### config.mk
export PLATFORM = sky130hd
export DESIGN_NAME = spi_master
export DESIGN_NICKNAME = d
export VERILOG_FILES = /design/src/rtl/spi_master_pkg.sv /design/src/rtl/sck_timer.sv /design/src/rtl/rx_buffer.sv /design/src/rtl/spi_master.sv
export SDC_FILE = /design/constraint.sdc
export NUM_CORES = 1
export LEC_CHECK = 0
export BUFFER_PORTS_ARGS = -buffer_cell sky130_fd_sc_hd__buf_2
export CAP_MARGIN = 15
export CORE_MARGIN = 2
export CORE_UTILIZATION = 35
export CTS_BUF_LIST = sky130_fd_sc_hd__clkbuf_8 sky130_fd_sc_hd__clkbuf_16
export CTS_CLUSTER_SIZE = 28
export DETAILED_ROUTE_END_ITERATION = 10
export SYNTH_ARGS = -nofsm -noshare
export SYNTH_HDL_FRONTEND = slang
export SYNTH_SLANG_ARGS = --single-unit
### constraint.sdc
create_clock -name sys_clk -period 3.64 [get_ports sys_clk]
set_input_delay 0.182 -clock sys_clk [delete_from_list [all_inputs] [get_ports sys_clk]]
set_output_delay 0.182 -clock sys_clk [all_outputs]
set_load 0.05 [all_outputs]
### src/rtl/spi_master_pkg.sv
// Shared constants of the serial peripheral port, master side.
// Assumes a single 200 MHz system clock and a synchronous active-high reset.
package spi_master_pkg;

  // ************************************************************
  // Widths and timing
  // ************************************************************
  localparam int unsigned BYTE_W         = 8;      // Width of one serial word.
  localparam int unsigned RATE_W         = 8;      // Width of the clock rate divisor.
  localparam int unsigned HALF_W         = 9;      // Width of a half-period count.
  localparam int unsigned EDGE_W         = 4;      // Width of the serial clock edge count.
  localparam int unsigned SYS_PERIOD_NS  = 5;      // System clock period in ns.
  localparam int unsigned MAX_RATE_KHZ   = 12500;  // Fastest allowed master bit rate.
  // Shortest half period of the serial clock, in ns, at the fastest rate.
  localparam int unsigned MIN_HALF_NS    = 1000000 / (2 * MAX_RATE_KHZ);
  // A least time rounds up to whole system clock cycles.
  localparam int unsigned MIN_HALF_CYC   = (MIN_HALF_NS + SYS_PERIOD_NS - 1) / SYS_PERIOD_NS;
  localparam logic [HALF_W-1:0] MIN_HALF = HALF_W'(MIN_HALF_CYC);
  localparam logic [EDGE_W-1:0] EDGE_LAST = 4'hF;  // Sixteen edges make eight clocks.

  // ************************************************************
  // Control register field positions
  // ************************************************************
  localparam int unsigned CTL_DONE_POS   = 7;  // Transfer done flag.
  localparam int unsigned CTL_WRITE_COLLISION_FLAG_POS   = 6;  // Write collision flag.
  localparam int unsigned CTL_MODE_FAULT_FLAG_POS   = 5;  // Mode fault flag.
  localparam int unsigned CTL_OVRN_POS   = 4;  // Receive overrun flag.
  localparam int unsigned CTL_SELU_POS   = 3;  // Select mode upper bit.
  localparam int unsigned CTL_SELL_POS   = 2;  // Select mode lower bit.
  localparam int unsigned CTL_TXE_POS    = 1;  // Transmit buffer empty, read only.
  localparam int unsigned CTL_PEN_POS    = 0;  // Port enable bit.

  // ************************************************************
  // Configuration register field positions
  // ************************************************************
  localparam int unsigned CFG_MEN_POS    = 6;  // Master enable flag.
  localparam int unsigned CFG_PHA_POS    = 5;  // Clock phase bit.
  localparam int unsigned CFG_POL_POS    = 4;  // Clock polarity bit.

  // ************************************************************
  // Reset values
  // ************************************************************
  localparam logic RST_SELU = 1'b0;  // Multi-master mode is the default.
  localparam logic RST_SELL = 1'b1;
  localparam logic [BYTE_W-1:0] RST_BYTE = 8'h00;

  // Transfer engine states.
  typedef enum logic [1:0] {ST_IDLE, ST_SHIFT, ST_FINISH} eng_state_t;

endpackage

### src/rtl/sck_timer.sv
// Half-period tick generator for the serial clock.
// Assumes the caller holds run high for the length of a transfer.
module sck_timer
  import spi_master_pkg::*;
(
  input  wire logic              sys_clk,
  input  wire logic              rst,
  input  wire logic              run,
  input  wire logic [HALF_W-1:0] half_len,
  output logic                   tick
);

  // ************************************************************
  // Counter
  // ************************************************************
  logic [HALF_W-1:0] cnt_q;  // Cycles elapsed in this half period.
  logic [HALF_W-1:0] cnt_d;  // Next count.
  wire               wrap = (cnt_q == half_len - HALF_W'(1));  // Half period complete.

  assign tick  = run && wrap;
  assign cnt_d = (!run || wrap) ? '0 : cnt_q + HALF_W'(1);

  // The count restarts whenever the engine is not shifting, so each
  // transfer gets a full half period of setup before its first edge.
  always_ff @(posedge sys_clk) begin
    if (rst) begin
      cnt_q <= '0;
    end else begin
      cnt_q <= cnt_d;
    end
  end

endmodule

### src/rtl/rx_buffer.sv
// Two-entry receive buffer with valid and ready on both sides.
// Assumes the reader may stall; the head entry is presented from a register.
module rx_buffer #(
  parameter int unsigned W = 8
) (
  input  wire logic         sys_clk,
  input  wire logic         rst,
  input  wire logic         in_valid,
  output logic              in_ready,
  input  wire logic [W-1:0] in_data,
  output logic              out_valid,
  input  wire logic         out_ready,
  output logic [W-1:0]      out_data
);

  // ************************************************************
  // Storage
  // ************************************************************
  logic [W-1:0] tail_q;  // Second entry, waiting behind the head.
  logic         tail_v_q;  // Second entry is occupied.
  wire          push = in_valid && in_ready;  // Word accepted.
  wire          pop  = out_valid && out_ready;  // Word delivered.

  // Full means both entries hold a word; the writer then stalls.
  assign in_ready = !tail_v_q;

  // Head register drives the reader directly, tail refills it on a pop.
  always_ff @(posedge sys_clk) begin
    if (rst) begin
      out_valid <= 1'b0;
      tail_v_q  <= 1'b0;
      out_data  <= '0;
      tail_q    <= '0;
    end else begin
      unique case ({push, pop})
        2'b10: begin
          if (!out_valid) begin
            out_data  <= in_data;
            out_valid <= 1'b1;
          end else begin
            tail_q   <= in_data;
            tail_v_q <= 1'b1;
          end
        end
        2'b01: begin
          out_data  <= tail_q;
          out_valid <= tail_v_q;
          tail_v_q  <= 1'b0;
        end
        2'b11: begin
          if (tail_v_q) begin
            out_data <= tail_q;
            tail_q   <= in_data;
          end else begin
            out_data <= in_data;
          end
        end
        default: begin
          out_valid <= out_valid;
        end
      endcase
    end
  end

endmodule

### src/rtl/spi_master.sv
// Serial peripheral port, master side, with three slave select modes.
// Assumes all inputs are synchronous to sys_clk and the processor side
// writes its control and configuration bytes through one-cycle strobes.

// Contract
// Transfers run only while master enable set.
// Data write loads buffer; empty shifter starts; here start also waits for room in the receive buffer.
// Started transfer drives clock and data alone.
// Done flag and interrupt at transfer end.
// Receive during transmit; done means both.
// Received bits MSB first into receive buffer.
// Multi-master default; select line is input.
// Select low faults: disable, set mode fault.
// Software re-enables both bits after fault.
// Both select bits zero: select line unused.
// Upper select bit set: select is output.
// Select output follows lower select bit.
// Bit counter resets only via port enable; here clearing master enable also resets it.
// Three-wire slave must be alone on bus.
// Write while buffer full ignored, collision set.
// Software alone clears the status flags.
// Phase picks latch edge, polarity idle level.
// Bit rate at most 12.5 MHz.
// Exactly eight clocks, then idle level.
module spi_master
  import spi_master_pkg::*;
(
  input  wire logic                            sys_clk,
  input  wire logic                            rst,
  input  wire logic                            ctrl_wr,
  input  wire logic [spi_master_pkg::BYTE_W-1:0] ctrl_wdata,
  input  wire logic                            cfg_wr,
  input  wire logic [spi_master_pkg::BYTE_W-1:0] cfg_wdata,
  input  wire logic [spi_master_pkg::RATE_W-1:0] rate_div,
  input  wire logic                            int_enable,
  input  wire logic                            tx_wr,
  input  wire logic [spi_master_pkg::BYTE_W-1:0] tx_byte,
  output logic                                 rx_valid,
  input  wire logic                            rx_ready,
  output logic [spi_master_pkg::BYTE_W-1:0]    rx_byte,
  output logic [spi_master_pkg::BYTE_W-1:0]    ctrl_rdata,
  output logic [spi_master_pkg::BYTE_W-1:0]    cfg_rdata,
  output logic                                 int_request,
  output logic                                 sck,
  output logic                                 mosi,
  input  wire logic                            miso,
  input  wire logic                            slave_select_line_i,
  output logic                                 slave_select_line_o,
  output logic                                 slave_select_line_oe
);
  import spi_master_pkg::*;

  // ************************************************************
  // Control state
  // ************************************************************
  logic              master_enable_flag_q;   // Master enable flag.
  logic              port_enable_bit_q;      // Port enable bit.
  logic              select_mode_upper_bit_q;  // Select mode upper bit.
  logic              select_mode_lower_bit_q;  // Select mode lower bit.
  logic              clock_phase_bit_q;      // Latch on trailing edge when set.
  logic              clock_polarity_bit_q;   // Idle level of the serial clock.
  logic              transfer_done_flag_q;   // Sticky end-of-byte flag.
  logic              write_collision_flag_q; // Sticky rejected-write flag.
  logic              mode_fault_flag_q;      // Sticky mode fault flag.
  logic [BYTE_W-1:0] tx_buf_q;               // Transmit buffer.
  logic              tx_full_q;              // Transmit buffer holds a byte.
  eng_state_t        state_q;                // Transfer engine state.
  logic [EDGE_W-1:0] edge_cnt_q;             // Serial clock edges so far.
  logic [BYTE_W-1:0] shift_q;                // Shift register, out and in.

  // ************************************************************
  // Decodes
  // ************************************************************
  wire mm_mode     = !select_mode_upper_bit_q && select_mode_lower_bit_q;
  wire three_wire  = !select_mode_upper_bit_q && !select_mode_lower_bit_q;
  wire active      = master_enable_flag_q && port_enable_bit_q;
  // A low select input while mastering in multi-master mode is a fault.
  wire fault_now   = active && mm_mode && !slave_select_line_i;
  wire rx_in_ready;  // Receive buffer can take a byte.
  wire tick;         // Half period of the serial clock elapsed.
  // Start waits for room in the receive buffer, so no byte is ever dropped.
  wire start       = (state_q == ST_IDLE) && tx_full_q && active && !fault_now
                     && rx_in_ready;
  wire tx_accept   = tx_wr && !tx_full_q;
  wire tx_collide  = tx_wr && tx_full_q;
  wire leading     = !edge_cnt_q[0];  // Even count means the next edge leads.
  wire sample_now  = tick && (clock_phase_bit_q ? !leading : leading);
  wire drive_now   = tick && (clock_phase_bit_q ? leading : !leading);
  wire abort       = fault_now || !active;
  wire rx_push     = (state_q == ST_FINISH);
  wire clr_done    = ctrl_wr && !ctrl_wdata[CTL_DONE_POS];
  wire clr_write_collision_flag    = ctrl_wr && !ctrl_wdata[CTL_WRITE_COLLISION_FLAG_POS];
  wire clr_mode_fault_flag    = ctrl_wr && !ctrl_wdata[CTL_MODE_FAULT_FLAG_POS];
  wire [HALF_W-1:0] req_half = HALF_W'(rate_div) + HALF_W'(1);
  // The divisor can ask for a faster clock than allowed, so it is clamped.
  wire [HALF_W-1:0] half_len = (req_half < MIN_HALF) ? MIN_HALF : req_half;

  // ************************************************************
  // Helpers
  // ************************************************************
  // Paces the serial clock edges while a byte is shifting.
  sck_timer u_timer (
    .sys_clk  (sys_clk),
    .rst      (rst),
    .run      (state_q == ST_SHIFT),
    .half_len (half_len),
    .tick     (tick)
  );

  // Holds received bytes until the processor takes them.
  rx_buffer #(.W(BYTE_W)) u_rxbuf (
    .sys_clk   (sys_clk),
    .rst       (rst),
    .in_valid  (rx_push),
    .in_ready  (rx_in_ready),
    .in_data   (shift_q),
    .out_valid (rx_valid),
    .out_ready (rx_ready),
    .out_data  (rx_byte)
  );

  // ************************************************************
  // Control and flags
  // ************************************************************
  // A fault overrides a software write of either enable bit in the same cycle, and every
  // flag set wins over a clear that arrives with it.
  always_ff @(posedge sys_clk) begin
    if (rst) begin
      master_enable_flag_q    <= 1'b0;
      port_enable_bit_q       <= 1'b0;
      select_mode_upper_bit_q <= RST_SELU;
      select_mode_lower_bit_q <= RST_SELL;
      clock_phase_bit_q       <= 1'b0;
      clock_polarity_bit_q    <= 1'b0;
      transfer_done_flag_q    <= 1'b0;
      write_collision_flag_q  <= 1'b0;
      mode_fault_flag_q       <= 1'b0;
    end else begin
      if (ctrl_wr) begin
        select_mode_upper_bit_q <= ctrl_wdata[CTL_SELU_POS];
        select_mode_lower_bit_q <= ctrl_wdata[CTL_SELL_POS];
        port_enable_bit_q       <= ctrl_wdata[CTL_PEN_POS];
      end
      if (cfg_wr) begin
        master_enable_flag_q <= cfg_wdata[CFG_MEN_POS];
        clock_phase_bit_q    <= cfg_wdata[CFG_PHA_POS];
        clock_polarity_bit_q <= cfg_wdata[CFG_POL_POS];
      end
      if (fault_now) begin
        master_enable_flag_q <= 1'b0;
        port_enable_bit_q    <= 1'b0;
      end
      transfer_done_flag_q   <= rx_push || (transfer_done_flag_q && !clr_done);
      write_collision_flag_q <= tx_collide || (write_collision_flag_q && !clr_write_collision_flag);
      mode_fault_flag_q      <= fault_now || (mode_fault_flag_q && !clr_mode_fault_flag);
    end
  end

  // ************************************************************
  // Transmit buffer
  // ************************************************************
  // A write into a full buffer leaves the held byte untouched.
  always_ff @(posedge sys_clk) begin
    if (rst) begin
      tx_buf_q  <= RST_BYTE;
      tx_full_q <= 1'b0;
    end else begin
      if (tx_accept) begin
        tx_buf_q  <= tx_byte;
        tx_full_q <= 1'b1;
      end else if (start) begin
        tx_full_q <= 1'b0;
      end
    end
  end

  // ************************************************************
  // Transfer engine
  // ************************************************************
  // Sixteen edges per byte; the clock ends at its idle level by parity.
  always_ff @(posedge sys_clk) begin
    if (rst) begin
      state_q    <= ST_IDLE;
      edge_cnt_q <= '0;
      shift_q    <= RST_BYTE;
      sck        <= 1'b0;
      mosi       <= 1'b0;
    end else begin
      unique case (state_q)
        ST_IDLE: begin
          sck        <= clock_polarity_bit_q;
          edge_cnt_q <= '0;
          if (start) begin
            shift_q <= tx_buf_q;
            state_q <= ST_SHIFT;
            if (!clock_phase_bit_q) begin
              mosi <= tx_buf_q[BYTE_W-1];
            end
          end
        end
        ST_SHIFT: begin
          if (abort) begin
            state_q    <= ST_IDLE;
            edge_cnt_q <= '0;
          end else if (tick) begin
            sck        <= !sck;
            edge_cnt_q <= edge_cnt_q + EDGE_W'(1);
            if (sample_now) begin
              shift_q <= {shift_q[BYTE_W-2:0], miso};
            end
            if (drive_now) begin
              mosi <= shift_q[BYTE_W-1];
            end
            if (edge_cnt_q == EDGE_LAST) begin
              state_q <= ST_FINISH;
            end
          end
        end
        ST_FINISH: begin
          state_q <= ST_IDLE;
        end
        default: begin
          state_q <= ST_IDLE;
        end
      endcase
    end
  end

  // ************************************************************
  // Slave select pin and status images
  // ************************************************************
  // The pin is only driven in four-wire mode; the receive overrun bit
  // reads zero because a master never overruns.
  always_ff @(posedge sys_clk) begin
    if (rst) begin
      slave_select_line_oe <= 1'b0;
      slave_select_line_o  <= 1'b1;
      ctrl_rdata           <= '0;
      cfg_rdata            <= '0;
      int_request          <= 1'b0;
    end else begin
      slave_select_line_oe <= select_mode_upper_bit_q;
      slave_select_line_o  <= select_mode_lower_bit_q;
      ctrl_rdata                <= '0;
      ctrl_rdata[CTL_DONE_POS]  <= transfer_done_flag_q;
      ctrl_rdata[CTL_WRITE_COLLISION_FLAG_POS]  <= write_collision_flag_q;
      ctrl_rdata[CTL_MODE_FAULT_FLAG_POS]  <= mode_fault_flag_q;
      ctrl_rdata[CTL_SELU_POS]  <= select_mode_upper_bit_q;
      ctrl_rdata[CTL_SELL_POS]  <= select_mode_lower_bit_q;
      ctrl_rdata[CTL_TXE_POS]   <= !tx_full_q;
      ctrl_rdata[CTL_PEN_POS]   <= port_enable_bit_q;
      cfg_rdata                 <= '0;
      cfg_rdata[CFG_MEN_POS]    <= master_enable_flag_q;
      cfg_rdata[CFG_PHA_POS]    <= clock_phase_bit_q;
      cfg_rdata[CFG_POL_POS]    <= clock_polarity_bit_q;
      int_request <= int_enable && (transfer_done_flag_q || write_collision_flag_q
                                    || mode_fault_flag_q);
    end
  end
endmodule

==> results of run 1 <==
-- metal layers --
metal	track usage, %	vias up	part of all wire [%]	wire length (um)
met5	0	-	0	0
met4	5.22	0	1.2	100
met2	23.9	57	49	3960
met3	3.35	10	4.5	363
met1	17.4	1475	46	3690
li1	-	1606	-	-
-- layout make-up --
type                            instances  area share [%]
Clock buffer                           10            3.14
Clock inverter                          6            1.14
Inverter                               13            1.11
Multi-Input combinational cell        312            49.7
Sequential cell                        73            33.3
Tap cell                              140            3.99
Timing Repair Buffer                   62            7.64
-- registers in the layout (all words and copies together), names as in the netlist, 3 cells and up --
register	flops
tx_buf_q	8
cfg_rdata	3
shift_q	8
ctrl_rdata	7
edge_cnt_q	4
u_rxbuf.tail_q	8
u_rxbuf.out_data	8
u_timer.cnt_q	9
-- synthesized netlist by cell type (all sizes together) (5+ instances only) --
master	instances
dfxtp	73
nor2	49
nand2	32
mux2i	24
a211oi	19
a21oi	19
buf	18
nor2b	16
clkbuf	14
inv	13
xnor2	11
xor2	11
o21ai	10
nand3	9
a22oi	8
a311oi	8
and3	7
ha	7
nand4	7
nor3	6
nand2b	5
nor4	5
-- stage by stage --
step,total power [uW],instances
final,1610,616
after global routing,1690,616
after CTS,1630,616
after detailed placement,1030,600
after global placement,1030,600
after floorplan,992,430
-- cell families (layout without fill, tap and decap cells) --
family | count (synthesis) | after routing | share of synthesized area [%]
multiplexers | 24 | 24 | 6.23
AO/OA/AOI/OAI | 93 | 93 | 20.2
AND/OR/NAND/NOR | 160 | 160 | 21.6
flip-flops | 73 | 73 | 37.9
buffers and inverters | 45 | 91 | 6.26
adder cells (fa/ha/maj) | 7 | 7 | 2.27
other | 1 | 6 | 0.0972
XOR/XNOR | 22 | 22 | 5.39
-- final timing paths --
path                          start                 endpoint  slack, ns  depth (start not counted)
max reg2reg              state_q[0]        u_rxbuf.tail_q[5]       1.12                          9
min                   ctrl_wdata[2]  select_mode_lower_bit_q       0.04                          2
min reg2reg  write_collision_flag_q            ctrl_rdata[6]       0.48                          1
max                     rate_div[4]               shift_q[5]       0.51                         14
-- report_power, final --
| group | switching, uW | internal, uW | total [uW] | leakage (uW) |
|---|---|---|---|---|
| Sequential | 11.2 | 815 | 827 | 0.000593 |
| Combinational | 120 | 68.6 | 188 | 0.000969 |
| Clock | 323 | 273 | 596 | 0.0000895 |
| Total | 454 | 1160 | 1610 | 0.00165 |
-- worst max-delay path, delay by kind of cell --
| family | cells | cell delay [ns] |
|---|---|---|
| simple gates | 5 | 1.16 |
| buf+inv | 2 | 0.45 |
| fa+ha+maj | 1 | 0.32 |
| compound gates | 6 | 1.21 |
==> out/qor.yml, run 1 <==
place:
  port_buffers: 57
  gp_congestion: 0.754
  pre_cts_slack_ns: 0.172
  placed_area_sq_um: 4200
  dp_hpwl_um: 5860
cts:
  root_buffer: "clkbuf_8"
  cts_tree: "done"
  worstSkewPairLatency_ns: 0.35
  cts_made_buffers: 9
  clk_pin_slew_ns: 0.08
  clock_sinks: 73
  clk_path_buf_depth: 2
  ctsHoldBuffers: 0
  cts_resized: 0
  postCtsSetupRepairBufs: 0
  htree_levels: 3
final_layout:
  final_cell_mix: "73 x dfxtp_1, 57 x buf_2, 48 x nor2_1"
  design_area_sq_um: 4390
  layout-drive-gt1-share_pct: 22.7
  final_core_util_pct: 40.6
  multiInputGateArea_sq_um: 2180
  final_common_cell: "dfxtp_1"
  nNetsFinal: 519
  areaGrowthSynthToFinish_pct: 13.8
  antenna_cells: 0
  seqCellArea_sq_um: 1460
  fillers: 1110
die:
  num_rows: 38
  io_pins: 71
  start_util_pct: 35.7
  core_sq_um: 10800
  die-area_sq_um: 11900
  die_w_um: 109
  die_y_um: 109
route:
  wl_per_cell_um: 13.2
  via_per_inst: 5.11
  drc: 0
  drt_iter0_markers: 197
  vias: 3148
  wl_um: 8120
  dr.pass1.iters: 5
  ant_nets: 0
synth:
  synth_cell_types: 65
  synth_area_leaders: "dfxtp_1 38%, mux2i_1 6.2%, nor2_1 4.7%"
  synth.top_cell.area_share_pct: 37.9
  synth_seq_cells: 73
  synth_cells: 425
  synth_area_per_cell_sq_um: 9.07
  synthFlopType: "dfxtp_1"
  syn_area_sq_um: 3860
  yosys_warnings: 0
  synth_edf_count: 0
  synthArstFlopShare_pct: 0
  ys_seq_area_share_pct: 37.9
  yosysTopAreaCell: "dfxtp_1"
grt:
  antenna_found_initial: 0
  grt_max_degree: 35
  grt_pass1_vias: 2875
  grt_use_total_pct: 14.1
  overflow: 0
  grt_pass1_wl_um: 13400
power_and_ir_drop:
  power_leakage_uw: 0.00165
  power_density_nw_per_um2: 367
  vdd_drop_max_uv: 140
critical_path:
  critPathSlowestCell: "a2111oi_4"
  worstSetupEndpointType: "flop"
  path_cells: "buf_2 > and3_1 > and4_4 > a2bb2o_4 > nand2b_1 > ha_1 > nor2b_1 > a32oi_1 > nor4_1 > o31ai_2 > a2111oi_4 > buf_12 > a21o_4 > a311oi_2"
  crit_fanout: 20
  critPathKind: "in2reg"
  slowest_delay_ns: 0.39
  cp-start-kind: "input port"
  cp_data_arrival_time_ns: 3.34
  cp.required_ns: 3.85
sta:
  hold_violations: 0
  tightest_slew_ns: 1.12
  fin_skew_ns: 0.0150
  postLayoutSetupSlackWorst_ns: 0.508
  report.final.setup_viol: 0
  drv_slew: 0
  hold_ws_ns: 0.0403
  relSlewSlack_pct: 25.0
  setup_tns_ns: 0
  rsz0062_at_grt: "false"
  period_share_pct: 86.0
  max_freq_mhz: 319
  finalCriticalPeriod_ns: 3.13
outcome:
  outcome: "finished, final reports clean"
flow_run:
  drv_cap: 0
hold_path:
  min-delay-path-class: "in2reg"
Power figures use the tool's default switching activity.
==> inputs of run 2 (changes only) <==
Settings changed: CORE_MARGIN 2 to 5.
==> run 2 against run 1 <==
  * Core utilization decreased by 0.19 points
  * Routed wire length increased by 2.5%
  * Clock power increased by 8.4%
  * Clock skew decreased by 0.00064 ns
  * First-iteration DRC count decreased by 6.1%
  * Cell count decreased by 0.32%
  * Maximum frequency decreased by 2.9%
  * Final area about the same
  * Clock-buffer cell count unchanged
  * Die area increased by 11%
  * Sequential cell count unchanged
  * Largest cell class unchanged
  * Largest power group unchanged
==> out/qor.yml, run 2 (synthesis gave the netlist of run 1 again) <==
critical_path:
  worstRegToRegCells: 9  # unchanged
  worstSetupEndpointType: "flop"  # unchanged
  cp_data_arrival_time_ns: 3.44  # was 3.34 ns
  slowest_delay_ns: 0.46  # was 0.39 ns
  rrSetupSlack_ns: 1.09  # was 1.12 ns
  path_cells: "buf_2 > ha_1 > and4_1 > o21ai_2 > a2bb2o_4 > nand2b_1 > ha_1 > nor2b_1 > a32oi_1 > a21bo_4 > nand3_4 > a2111oi_4 > buf_12 > a21o_4 > a311oi_2"  # was buf_2 > and3_1 > and4_4 > a2bb2o_4 > nand2b_1 > ha_1 > nor2b_1 > a32oi_1 > nor4_1 > o31ai_2 > a2111oi_4 > buf_12 > a21o_4 > a311oi_2
  cp.required_ns: 3.86  # was 3.85 ns
  reg2reg_from: "u_timer.cnt_q[3]"  # was state_q[0]
  crit_fanout: 20  # unchanged
  cp_num_buf_inv: 2  # unchanged
  cp-start-kind: "input port"  # unchanged
  critPathSlowestCell: "a2111oi_4"  # unchanged
  r2r_end: "shift_q[6]"  # was u_rxbuf.tail_q[5]
  critPathKind: "in2reg"  # unchanged
  crit_top_cell: "ha_1"
  critical_path.top_delay_family: "compound AO/OA/AOI/OAI gates"  # unchanged
place:
  pre_cts_slack_ns: 0.0878  # was 0.172 ns
  dp_hpwl_um: 6010  # was 5860 um
  gp_congestion: 0.831  # was 0.754
  port_buffers: 57  # unchanged
  placed_area_sq_um: 4190  # was 4200 sq um
final_layout:
  final_common_cell: "dfxtp_1"  # unchanged
  seqCellArea_sq_um: 1460  # unchanged
  fillers: 1078  # was 1110
  areaGrowthSynthToFinish_pct: 13.7  # was 13.8%
  largest_register: "u_timer.cnt_q"  # unchanged
  largest_reg_flops: 9  # unchanged
  nNetsFinal: 518  # was 519
  multiInputGateArea_sq_um: 2180  # unchanged
  design_area_sq_um: 4390  # about the same
  antenna_cells: 0  # unchanged
  layout-drive-gt1-share_pct: 22.4  # was 22.7%
  final_core_util_pct: 40.5  # was 40.6%
  final_cell_mix: "73 x dfxtp_1, 57 x buf_2, 48 x nor2_1"  # unchanged
sta:
  report.final.setup_viol: 0  # unchanged
  fin_skew_ns: 0.0144  # was 0.0150 ns
  setup_tns_ns: 0  # unchanged
  period_share_pct: 88.6  # was 86.0%
  relSlewSlack_pct: 27.3  # was 25.0%
  postLayoutSetupSlackWorst_ns: 0.416  # was 0.508 ns
  drv_slew: 0  # unchanged
  rsz0062_at_grt: "false"  # unchanged
  tightest_slew_ns: 1.09  # was 1.12 ns
  hold_violations: 0  # unchanged
  max_freq_mhz: 310  # was 319 MHz
  finalCriticalPeriod_ns: 3.22  # was 3.13 ns
die:
  start_util_pct: 35.6  # was 35.7%
  io_pins: 71  # unchanged
  die-area_sq_um: 13200  # was 11900 sq um
  die_y_um: 115  # was 109 um
  num_rows: 38  # unchanged
  core_sq_um: 10800  # about the same
  die_w_um: 115  # was 109 um
flow_run:
  drv_cap: 0  # unchanged
cts:
  clk_path_buf_depth: 2  # unchanged
  clock_sinks: 73  # unchanged
  htree_levels: 3  # unchanged
  cts_tree: "done"  # unchanged
  postCtsSetupRepairBufs: 0  # unchanged
  cts_resized: 0  # unchanged
  clk_pin_slew_ns: 0.08  # about the same
  cts_made_buffers: 9  # unchanged
  ctsHoldBuffers: 0  # unchanged
  worstSkewPairLatency_ns: 0.36  # was 0.35 ns
  root_buffer: "clkbuf_8"  # unchanged
power_and_ir_drop:
  clkPwrFrac_pct: 38.9  # was 37.0%
  combinationalPowerShare_pct: 11.4  # was 11.7%
  seqPwrFrac_pct: 49.7  # was 51.3%
  sw_frac_of_total_pct: 26.9  # was 28.2%
  p_int_uw: 1210  # was 1160 uW
  total_power_uw: 1660  # was 1610 uW
  power_leakage_uw: 0.00165  # about the same
  power.switching_uw: 448  # was 454 uW
  power_density_nw_per_um2: 379  # was 367 nW/um^2
  vdd_drop_max_uv: 183  # was 140 uV
outcome:
  outcome: "finished, final reports clean"  # unchanged
hold_path:
  min-delay-path-class: "in2reg"  # unchanged
  hold_end: "select_mode_lower_bit_q"  # unchanged
  hold_depth: 2  # unchanged
  worstHoldStart: "ctrl_wdata[2]"  # unchanged
route:
  via_per_inst: 5.15  # was 5.11
  ant_nets: 0  # unchanged
  vias: 3160  # was 3148
  dr.pass1.iters: 6  # was 5
  drc: 0  # unchanged
  wl_um: 8320  # was 8120 um
  wl_per_cell_um: 13.6  # was 13.2 um
  drt_iter0_markers: 185  # was 197
grt:
  grt_use_met3_pct: 2.58  # was 3.35%
  grt_use_total_pct: 12.9  # was 14.1%
  overflow: 0  # unchanged
  grt_pass1_vias: 2965  # was 2875
  grtUsageMet1_pct: 16.2  # was 17.4%
  grt_max_degree: 35  # unchanged
  grt_pass1_wl_um: 14000  # was 13400 um
  top_usage_layer: "met2"  # unchanged
  antenna_found_initial: 0  # unchanged
  met2_usage_pct: 21.2  # was 23.9%
-- run 2: changes by cell type in the layout (fill, tap and decap cells not counted) --
cell	delta
clkinv_2	+2
clkinv_4	-1
inv_6	-2
buf_4	-1
bufinv_16	+1
clkinvlp_4	-1
-- run 2: worst max path at each step --
stage / cells past startpoint / slack [ns] / end / start
finish: 15 / 0.42 / shift_q[6] / rate_div[0]
floorplan: 16 / 0.51 / shift_q[0] / rate_div[0]
global route: 15 / 0.19 / shift_q[6] / rate_div[0]
detailed placement: 15 / 0.09 / shift_q[6] / rate_div[0]
CTS: 15 / 0.45 / shift_q[6] / rate_div[0]
global placement: 15 / 0.20 / shift_q[1] / rate_div[0]
-- run 2: cell type report --
class | count | share of cell area, %
multi-input cells | 312 | 49.7
repair buffers | 61 | 7.48
clock inverters | 5 | 1.28
flip-flops and latches | 73 | 33.3
clock buffers | 10 | 3.14
inverters | 13 | 1.11
well taps | 140 | 3.99
-- run 2: power by group through the flow --
| stage | Clock, uW | Sequential (uW) | Combinational [uW] |
|---|---|---|---|
| 3_5_place_dp | 0 | 845 | 189 |
| 5_1_grt | 695 | 829 | 206 |
| 4_1_cts | 659 | 826 | 190 |
| 3_3_place_gp | 0 | 845 | 185 |
| 6_report | 646 | 826 | 189 |
| 2_1_floorplan | 0 | 862 | 130 |
-- run 2: per-layer routing --
metal  vias up  part of all wire, %
li1       1601                    -
met1      1483                   46
met2        61                   47
met3        15                  4.9
met4         0                  2.3
met5         -                    0
-- run 2: metrics by stage --
step	instances	hold WS, ns
floorplan	430	0.300
global placement	599	0.401
detailed placement	599	0.399
CTS	614	0.0228
global route	614	0.0272
finish	614	0.0330
-- run 2: worst register-to-register path, stage by stage, from the launching register on --
cell,delay (ns)
dfxtp_1,0.40
xnor2_1,0.15
xnor2_1,0.13
or4bb_1,0.49
a2bb2oi_1,0.20
o211ai_2,0.15
a2111oi_4,0.39
buf_12,0.20
a21o_4,0.21
a311oi_2,0.11
